==> src/design/pixel_out_pkg.sv <==
// Overview of operation
// - Frame-sync duplication bit set drives the row strobe exactly like frame strobe.
// - Status insertion appends the status byte after the last compressed byte.
// - Spoof codes bit inserts SOF, EOF, SOL, EOL markers into uncompressed spoof frames.
// - Shadow hold bit blocks copying of configuration into the shadow set.
// - Shadow set loads at end of input vertical blanking when hold is clear.
// - Source one ticks at master clock divided by divisor_one, reset 1.
// - Source two ticks at master clock divided by divisor_two, reset 5.
// - Source three ticks at master clock divided by divisor_three, reset 3.
// - A divisor of zero behaves exactly like a divisor of one.
// - Variable rate moves source one to source two at half fullness.
// - Variable rate moves source two to source three at three-quarter fullness.
// - Slew output follows the slew field of the selected clock source.
// - Each spoof row carries exactly the spoof width count of data bytes; a count of zero gives 4096.
// - Falls back below half and below quarter; every frame starts on source one.
// - Spoof mode sends buffered data as synthetic frame of rows and gaps.
package pixel_out_pkg;

  // ==========================================================
  // Register offsets
  localparam logic [7:0] OFS_OUT_CFG = 8'h0D;
  localparam logic [7:0] OFS_CLK_ONE_TWO = 8'h0E;
  localparam logic [7:0] OFS_CLK_THREE = 8'h0F;
  localparam logic [7:0] OFS_SPOOF_WIDTH = 8'h10;

  // ==========================================================
  // Reset values
  localparam logic [11:0] RST_OUT_CFG = 12'h007;
  localparam logic [15:0] RST_CLK_ONE_TWO = 16'h0501;
  localparam logic [7:0] RST_CLK_THREE = 8'h03;
  localparam logic [11:0] RST_SPOOF_WIDTH = 12'h640;

  // ==========================================================
  // Field positions in the output configuration register
  localparam int CFG_SPOOF = 0;
  localparam int CFG_CLK_IDLE = 1;
  localparam int CFG_VAR_RATE = 6;
  localparam int CFG_DUP_STROBE = 8;
  localparam int CFG_STATUS = 9;
  localparam int CFG_CODES = 10;
  localparam int CFG_HOLD = 11;

  // ==========================================================
  // Markers, padding and row gaps in output clock ticks
  localparam logic [31:0] CODE_SOF = 32'hFF0000AB;
  localparam logic [31:0] CODE_EOF = 32'hFF0000B6;
  localparam logic [31:0] CODE_SOL = 32'hFF00009D;
  localparam logic [31:0] CODE_EOL_DEFAULT = 32'hFF000080;
  localparam logic [7:0] PAD_BYTE = 8'h00;
  localparam logic [7:0] ROW_LEAD = 8'h06;
  localparam logic [7:0] ROW_TRAIL = 8'h06;

  typedef enum {SRC_ONE, SRC_TWO, SRC_THREE} clk_src_t;
  typedef enum {ST_IDLE, ST_LEAD, ST_MARK, ST_ROW, ST_TRAIL} frame_state_t;

  // Shadow copy of everything the output stage uses during a frame
  typedef struct packed {
    logic [11:0] outCfg;
    logic [15:0] clkOneTwo;
    logic [7:0] clkThree;
    logic [11:0] spoofWidth;
  } shadow_t;

endpackage

==> src/design/clk_divider.sv <==
module clk_divider (
  input wire logic mclk,
  input wire logic rst_b,
  input wire logic restart,
  input wire logic [3:0] divisor,
  output logic tick
);
  logic [3:0] count;
  logic [3:0] lastCount;

  // ==========================================================
  // Divide by divisor, zero acting as one
  assign lastCount = (divisor == 4'h0) ? 4'h0 : divisor - 4'h1;
  // A divisor cut below the running count ticks at once instead of wrapping
  assign tick = (count >= lastCount);

  always_ff @(posedge mclk or negedge rst_b) begin
    if (!rst_b) begin
      count <= 4'h0;
    end else if (restart || tick) begin
      count <= 4'h0;
    end else begin
      count <= count + 4'h1;
    end
  end
endmodule

==> src/design/image_output_clock_and_framing.sv <==
module image_output_clock_and_framing #(
  parameter int FIFO_DEPTH = 1024,
  parameter int LEVEL_W = 11,
  parameter logic [31:0] CODE_EOL = pixel_out_pkg::CODE_EOL_DEFAULT
) (
  input wire logic mclk,
  input wire logic rst_b,
  input wire logic regWrEn,
  input wire logic [7:0] regAddr,
  input wire logic [15:0] regWrData,
  output logic [15:0] regRdData,
  input wire logic vblankEnd,
  input wire logic compressedMode,
  input wire logic [7:0] statusByte,
  input wire logic [7:0] fifoData,
  input wire logic fifoValid,
  input wire logic fifoLast,
  input wire logic [LEVEL_W-1:0] fifoLevel,
  output logic fifoRead,
  output logic pixelOutClock,
  output logic [7:0] pixOut,
  output logic frameValid,
  output logic rowValid,
  output logic [2:0] slewRate
);
  import pixel_out_pkg::*;

  localparam logic [LEVEL_W-1:0] LVL_QUARTER = LEVEL_W'(FIFO_DEPTH / 4);
  localparam logic [LEVEL_W-1:0] LVL_HALF = LEVEL_W'(FIFO_DEPTH / 2);
  localparam logic [LEVEL_W-1:0] LVL_THREEQ = LEVEL_W'((FIFO_DEPTH * 3) / 4);

  shadow_t live;
  shadow_t shadow;
  clk_src_t srcSel;
  clk_src_t next_srcSel;
  frame_state_t state;
  logic [2:0] srcTick;
  logic [3:0] divisors [3];
  logic tick;
  logic restart;
  logic frameStart;
  logic spoofOn;
  logic codesOn;
  logic statusOn;
  logic [7:0] gapCount;
  logic [11:0] byteCount;
  logic [1:0] markIdx;
  logic [31:0] markCode;
  frame_state_t afterMark;
  logic firstRow;
  logic streamDone;
  logic statusPending;
  logic rowValidInt;

  // ==========================================================
  // Register file
  always_ff @(posedge mclk or negedge rst_b) begin
    if (!rst_b) begin
      live <= '{RST_OUT_CFG, RST_CLK_ONE_TWO, RST_CLK_THREE, RST_SPOOF_WIDTH};
    end else if (regWrEn) begin
      case (regAddr)
        OFS_OUT_CFG: live.outCfg <= regWrData[11:0];
        OFS_CLK_ONE_TWO: live.clkOneTwo <= regWrData;
        OFS_CLK_THREE: live.clkThree <= regWrData[7:0];
        OFS_SPOOF_WIDTH: live.spoofWidth <= regWrData[11:0];
        default: ;
      endcase
    end
  end

  always_ff @(posedge mclk or negedge rst_b) begin
    if (!rst_b) begin
      regRdData <= 16'h0000;
    end else begin
      case (regAddr)
        OFS_OUT_CFG: regRdData <= {4'h0, live.outCfg};
        OFS_CLK_ONE_TWO: regRdData <= live.clkOneTwo;
        OFS_CLK_THREE: regRdData <= {8'h00, live.clkThree};
        OFS_SPOOF_WIDTH: regRdData <= {4'h0, live.spoofWidth};
        default: regRdData <= 16'h0000;
      endcase
    end
  end

  // ==========================================================
  // Shadow set; the hold bit itself always acts live
  always_ff @(posedge mclk or negedge rst_b) begin
    if (!rst_b) begin
      shadow <= '{RST_OUT_CFG, RST_CLK_ONE_TWO, RST_CLK_THREE, RST_SPOOF_WIDTH};
    end else if (vblankEnd && !live.outCfg[CFG_HOLD]) begin
      shadow <= live;
    end
  end

  assign spoofOn = shadow.outCfg[CFG_SPOOF];
  assign codesOn = shadow.outCfg[CFG_CODES] && spoofOn && !compressedMode;
  assign statusOn = shadow.outCfg[CFG_STATUS] && compressedMode;

  // ==========================================================
  // Three clock sources
  assign divisors[0] = shadow.clkOneTwo[3:0];
  assign divisors[1] = shadow.clkOneTwo[11:8];
  assign divisors[2] = shadow.clkThree[3:0];

  for (genvar i = 0; i < 3; i++) begin : g_src
    clk_divider u_div (
      .mclk(mclk),
      .rst_b(rst_b),
      .restart(restart),
      .divisor(divisors[i]),
      .tick(srcTick[i])
    );
  end

  assign tick = srcTick[srcSel];
  assign frameStart = tick && (state == ST_IDLE) && fifoValid && !frameValid;

  // Switching only on a tick of the current source and restarting every
  // divider means no output period is ever cut short
  always_comb begin
    next_srcSel = srcSel;
    if (frameStart || !shadow.outCfg[CFG_VAR_RATE]) begin
      next_srcSel = SRC_ONE;
    end else begin
      case (srcSel)
        SRC_ONE: if (fifoLevel >= LVL_HALF) next_srcSel = SRC_TWO;
        SRC_TWO: begin
          if (fifoLevel >= LVL_THREEQ) begin
            next_srcSel = SRC_THREE;
          end else if (fifoLevel < LVL_QUARTER) begin
            next_srcSel = SRC_ONE;
          end
        end
        SRC_THREE: if (fifoLevel < LVL_HALF) next_srcSel = SRC_TWO;
        default: next_srcSel = SRC_ONE;
      endcase
    end
  end

  assign restart = tick && (next_srcSel != srcSel);

  always_ff @(posedge mclk or negedge rst_b) begin
    if (!rst_b) begin
      srcSel <= SRC_ONE;
    end else if (tick) begin
      srcSel <= next_srcSel;
    end
  end

  always_ff @(posedge mclk or negedge rst_b) begin
    if (!rst_b) begin
      slewRate <= 3'h0;
    end else begin
      case (srcSel)
        SRC_ONE: slewRate <= shadow.clkOneTwo[7:5];
        SRC_TWO: slewRate <= shadow.clkOneTwo[15:13];
        SRC_THREE: slewRate <= shadow.clkThree[7:5];
        default: slewRate <= 3'h0;
      endcase
    end
  end

  // Clock pulse registered so it lines up with the byte it marks
  always_ff @(posedge mclk or negedge rst_b) begin
    if (!rst_b) begin
      pixelOutClock <= 1'b0;
    end else begin
      pixelOutClock <= tick && (frameValid || shadow.outCfg[CFG_CLK_IDLE]);
    end
  end

  // ==========================================================
  // Frame sequencer
  assign fifoRead = tick && (state == ST_ROW) && fifoValid && !streamDone && !statusPending;

  always_ff @(posedge mclk or negedge rst_b) begin
    if (!rst_b) begin
      state <= ST_IDLE;
      frameValid <= 1'b0;
      rowValidInt <= 1'b0;
      pixOut <= 8'h00;
      gapCount <= 8'h00;
      byteCount <= 12'h000;
      markIdx <= 2'h0;
      markCode <= 32'h0000_0000;
      afterMark <= ST_IDLE;
      firstRow <= 1'b0;
      streamDone <= 1'b0;
      statusPending <= 1'b0;
    end else if (tick) begin
      case (state)
        ST_IDLE: begin
          // One idle tick with the frame strobe still high keeps the last marker byte inside it
          if (frameValid) begin
            frameValid <= 1'b0;
          end else if (fifoValid) begin
            frameValid <= 1'b1;
            firstRow <= 1'b1;
            streamDone <= 1'b0;
            gapCount <= 8'h00;
            state <= ST_LEAD;
          end
        end
        ST_LEAD: begin
          gapCount <= gapCount + 8'h01;
          if (gapCount == ROW_LEAD - 8'h01) begin
            byteCount <= 12'h000;
            if (codesOn) begin
              markCode <= firstRow ? CODE_SOF : CODE_SOL;
              markIdx <= 2'h0;
              afterMark <= ST_ROW;
              state <= ST_MARK;
            end else begin
              // Row strobe rises with the first row byte, not before it
              state <= ST_ROW;
            end
          end
        end
        ST_MARK: begin
          pixOut <= markCode[31:24];
          markCode <= {markCode[23:0], 8'h00};
          markIdx <= markIdx + 2'h1;
          rowValidInt <= 1'b0;
          if (markIdx == 2'h3) begin
            state <= afterMark;
            gapCount <= 8'h00;
          end
        end
        ST_ROW: begin
          if (statusPending) begin
            pixOut <= statusByte;
            statusPending <= 1'b0;
          end else if (fifoValid && !streamDone) begin
            pixOut <= fifoData;
            if (fifoLast) begin
              streamDone <= 1'b1;
              statusPending <= statusOn;
            end
          end else begin
            pixOut <= PAD_BYTE;
          end
          byteCount <= byteCount + 12'h001;
          // Strobe covers the byte sent on this tick; the pad closing a plain row is outside
          rowValidInt <= spoofOn || !(streamDone && !statusPending);
          // Spoof rows are padded to full width; plain rows end with the stream
          if (spoofOn ? (byteCount == shadow.spoofWidth - 12'h001)
                      : (streamDone && !statusPending)) begin
            firstRow <= 1'b0;
            gapCount <= 8'h00;
            if (codesOn) begin
              markCode <= CODE_EOL;
              markIdx <= 2'h0;
              afterMark <= ST_TRAIL;
              state <= ST_MARK;
            end else begin
              state <= ST_TRAIL;
            end
          end
        end
        ST_TRAIL: begin
          rowValidInt <= 1'b0;
          gapCount <= gapCount + 8'h01;
          if (gapCount == ROW_TRAIL - 8'h01) begin
            gapCount <= 8'h00;
            if (!streamDone || statusPending) begin
              state <= ST_LEAD;
            end else if (codesOn) begin
              markCode <= CODE_EOF;
              markIdx <= 2'h0;
              afterMark <= ST_IDLE;
              state <= ST_MARK;
            end else begin
              frameValid <= 1'b0;
              state <= ST_IDLE;
            end
          end
        end
        default: state <= ST_IDLE;
      endcase
    end
  end

  assign rowValid = shadow.outCfg[CFG_DUP_STROBE] ? frameValid : rowValidInt;
endmodule

==> config.mk <==
export PLATFORM = sky130hd
export DESIGN_NAME = image_output_clock_and_framing
export DESIGN_NICKNAME = d
export VERILOG_FILES = /design/src/design/pixel_out_pkg.sv /design/src/design/clk_divider.sv /design/src/design/image_output_clock_and_framing.sv
export SDC_FILE = /design/constraint.sdc
export NUM_CORES = 1
export LEC_CHECK = 0
export ABC_CLOCK_PERIOD_IN_PS = 4500
export BUFFER_PORTS_ARGS = -buffer_cell sky130_fd_sc_hd__buf_4
export CAP_MARGIN = 5
export CORE_MARGIN = 2
export CORE_UTILIZATION = 44
export CTS_CLUSTER_SIZE = 30
export DETAILED_ROUTE_END_ITERATION = 16
export RECOVER_POWER = 100
export SLEW_MARGIN = 20
export SYNTH_ARGS = -nofsm -noshare
export SYNTH_HDL_FRONTEND = slang
export SYNTH_SLANG_ARGS = --single-unit
==> constraint.sdc <==
create_clock -name mclk -period 4.5 [get_ports mclk]
set_clock_uncertainty 0.2 [all_clocks]
set_input_delay 0.675 -clock mclk [delete_from_list [all_inputs] [get_ports mclk]]
set_output_delay 0.675 -clock mclk [all_outputs]
set_load 0.02 [all_outputs]
==> metrics.md <==
| Metric | Value |
|---|---|
| Worst Path Required | `3620 ps` |
| Quantity of I/O buffers inserted on ports | `80` |
| Core area | `22600 sq um` |
| Total track usage | `19.1%` |
| CTS tree | `done` |
| Async set or reset register ratio after synthesis | `100%` |
| Post-synth EDFFs | `0` |
| Initial antenna violation count | `0` |
| Core Rows | `55` |
| Rel. slew slack | `-87.9%` |
| Sequential area share after synthesis | `51.3%` |
| Core Util, Final | `51.9%` |
| Clock root buffer | `clkbuf_16` |
| Final Setup Violations | `0` |
| Run status | `complete, but fails checks` |
| Largest net degree at the start of global routing | `111` |
| RSZ-0062 raised after global routing | `no` |
| Antenna diode count | `0` |
| Final Cycle Share | `93.9%` |
| First-pass GRT wire length | `37700 microns` |
| Vias | `7364` |
| Arr. time, crit path | `3350 ps` |
| Finished Layout Cells | `1329` |
| # DRC | `0` |
| Final Max Slew Viols | `150` |
| HPWL Detailed | `15100 microns` |
| Pleak | `5.73 nW` |
| Area growth from synthesis to layout | `15.9%` |
| # IOs | `89` |
| Clk buf depth | `3` |
| Worst Max-Slew Pin Slew | `2820 ps` |
| Total Wirelength | `22500 microns` |
| Hold Crit Class | `input port to flip-flop` |
| Hold_sp | `regWrData[12]` |
| Setup WS post-layout | `274 ps` |
| Crit Reg-Reg Startpoint | `divisors[9]$_DFFE_PN0P_` |
| Post_cts resized | `0` |
| Pwr Density | `375 nW/um^2` |
| Peak supply drop | `273 uV` |
| Number of global-route vias before repair | `7279` |
| Final nets | `1105` |
| Post-cts hold buffer count | `0` |
| Mapped Nets | `1028` |
| DR vias/cell | `5.54` |
| TritonCTS Buffers | `23` |
| H-tree levels | `1` |
| Area post-placement | `11100 sq um` |
| Seq cells post-synth | `207` |
| First DRT Iteration DRCs | `430` |
| FILL cells | `2070` |
| Final Hold Viols | `0` |
| R2R cell count | `11` |
| Hold path endpoint | `live[32]$_DFFE_PN0P_` |
| Syn Area/Cell | `10.7 sq um` |
| Total grt overflow | `0` |
| Synth Flop Type | `dfrtp_1` |
| Pre-antenna DRT Iters | `6` |
| Min Tclk post-route | `4230 ps` |
| R2r setup slk | `530 ps` |
| Die height | `156 microns` |
| Fmax | `237 MHz` |
| Layout cells sized above 1 | `22.5%` |
| Routed Antenna Nets | `0` |
| Post-Place Cells | `1287` |
| Post-synthesis cell count | `950` |
| Setup TNS | `0 ps` |
| Syn. warnings | `0` |
| Worst slack, placed | `535 ps` |
| Clock sinks | `207` |
| Worst-Skew Late Latency | `530 ps` |
| Unique masters post-synth | `71` |
| Die Area | `24300 sq um` |
| Max cap viols | `2` |
| Clk slew on worst S/H paths | `60 ps` |
| Netlist Area Pre-Place | `10100 sq um` |
| Critical path class | `flip-flop to output port` |
| Hold path cells | `2` |
| Worst r2r dst | `g_src[0].u_div.count[0]$_DFF_PN0_` |
| Die Width | `156 microns` |
| Final cell area excluding filler cells | `11800 sq um` |
| Routability cong. | `0.861` |
| Worst setup EP type | `output port` |
| Wire length per cell | `16.9 microns` |
| Crit-path max FO | `5` |
| Starting density of the core | `44.8%` |
| Setup bufs post-CTS | `0` |
| Failing checks | `max-capacitance violations, max-slew violations` |
| Startpoint Class | `flip-flop` |
==> cell families after synthesis <==
kind of cell / Yosys count / synth area share [%]
flops: 207 / 51.3
simple gates: 356 / 18.6
buf+inv: 83 / 3.26
fa+ha+maj: 20 / 2.47
compound gates: 153 / 10.4
xor+xnor: 19 / 1.64
mux: 112 / 12.3
==> Yosys cell counts, types with 15 or more instances <==
cell      instances  area [sq um]
dfrtp_1         186          4650
ha_1             20           250
and3_1           18           113
nor2_1           47           176
clkbuf_1         38           143
dfstp_2          21           552
inv_1            36           135
nor2b_1          15          93.8
and2_1           40           250
o21ai_0          41           205
mux2i_1          15           150
nand3_1          38           190
mux2_2           93          1050
nand4_1          19           119
nand2_1          99           372
a21oi_1          30           150
==> per-stage QoR <==
step	total power, mW	hold slack [ps]
6_report	4.41	180
5_1_grt	4.60	168
4_1_cts	4.47	121
3_5_place_dp	2.38	266
3_3_place_gp	2.37	261
2_1_floorplan	2.23	179
==> worst max-delay path, cell delays in order, from the launching register on <==
cell and delay, ps:
dfrtp_1 410, or2_2 340, nor3b_1 230, a21oi_1 80, ha_1 200, a2111oi_0 560
o21ai_0 400, and3_1 290, and3_1 170, clkbuf_2 160
==> sequential cells by signal, indices dropped and copies added (netlist names), 2 cells and up <==
register / count
divisors: 12
afterMark: 2
regRdData: 16
live: 48
pixOut: 8
byteCount: 12
slewRate: 3
markIdx: 2
gapCount: 8
shadow: 27
state: 3
markCode: 16
g_src.u_div.count: 12
srcSel: 32
==> metal layers <==
layer  vias up  wire [microns]  track usage, %  part of all wire [%]
met5         -               0               0                     0
met2       137           10400            30.2                    46
met1      3623           10800            27.9                    48
met4         0             372            4.24                   1.7
li1       3576               -               -                     -
met3        28             938            2.75                   4.2
==> area by class of cell <==
class                           instances  area, sq um  share of cell area, %
Clock inverter                         13          218                   1.85
Inverter                               37          139                   1.18
Clock buffer                           29          628                   5.34
Tap cell                              285          357                   3.03
Multi-Input combinational cell        660         4610                   39.2
Sequential cell                       207         5210                   44.3
Timing Repair Buffer                   98          599                   5.10
==> worst max-delay path by stage <==
stage                                  startpoint                                end  slack [ps]  cells after the start
after global placement    divisors[9]$_DFFE_PN0P_  g_src[2].u_div.count[3]$_DFF_PN0_         680                     11
after global routing      divisors[9]$_DFFE_PN0P_                           fifoRead          90                      9
after CTS                 divisors[9]$_DFFE_PN0P_                           fifoRead         170                      9
after detailed placement  divisors[9]$_DFFE_PN0P_  g_src[0].u_div.count[0]$_DFF_PN0_         530                     11
final                     divisors[9]$_DFFE_PN0P_                           fifoRead         270                      9
after floorplan           divisors[5]$_DFFE_PN0P_                           fifoRead        1150                      9
==> placed cells by master, fill, tap and decap left out, drive strengths merged, types with 30 or more instances in the layout <==
cell,instances
dfrtp,186
nand2,99
mux2,97
clkbuf,71
buf,56
nor2,47
o21ai,44
and2,40
nand3,38
inv,38
a21oi,30
==> where the power goes <==
group	leakage (nW)	internal (mW)	switching [mW]
Combinational	2.67	0.165	0.192
Sequential	2.65	1.92	0.0602
Clock	0.410	1.29	0.777
Total	5.73	3.38	1.03
Note: power is estimated with default switching activity, not from simulation.
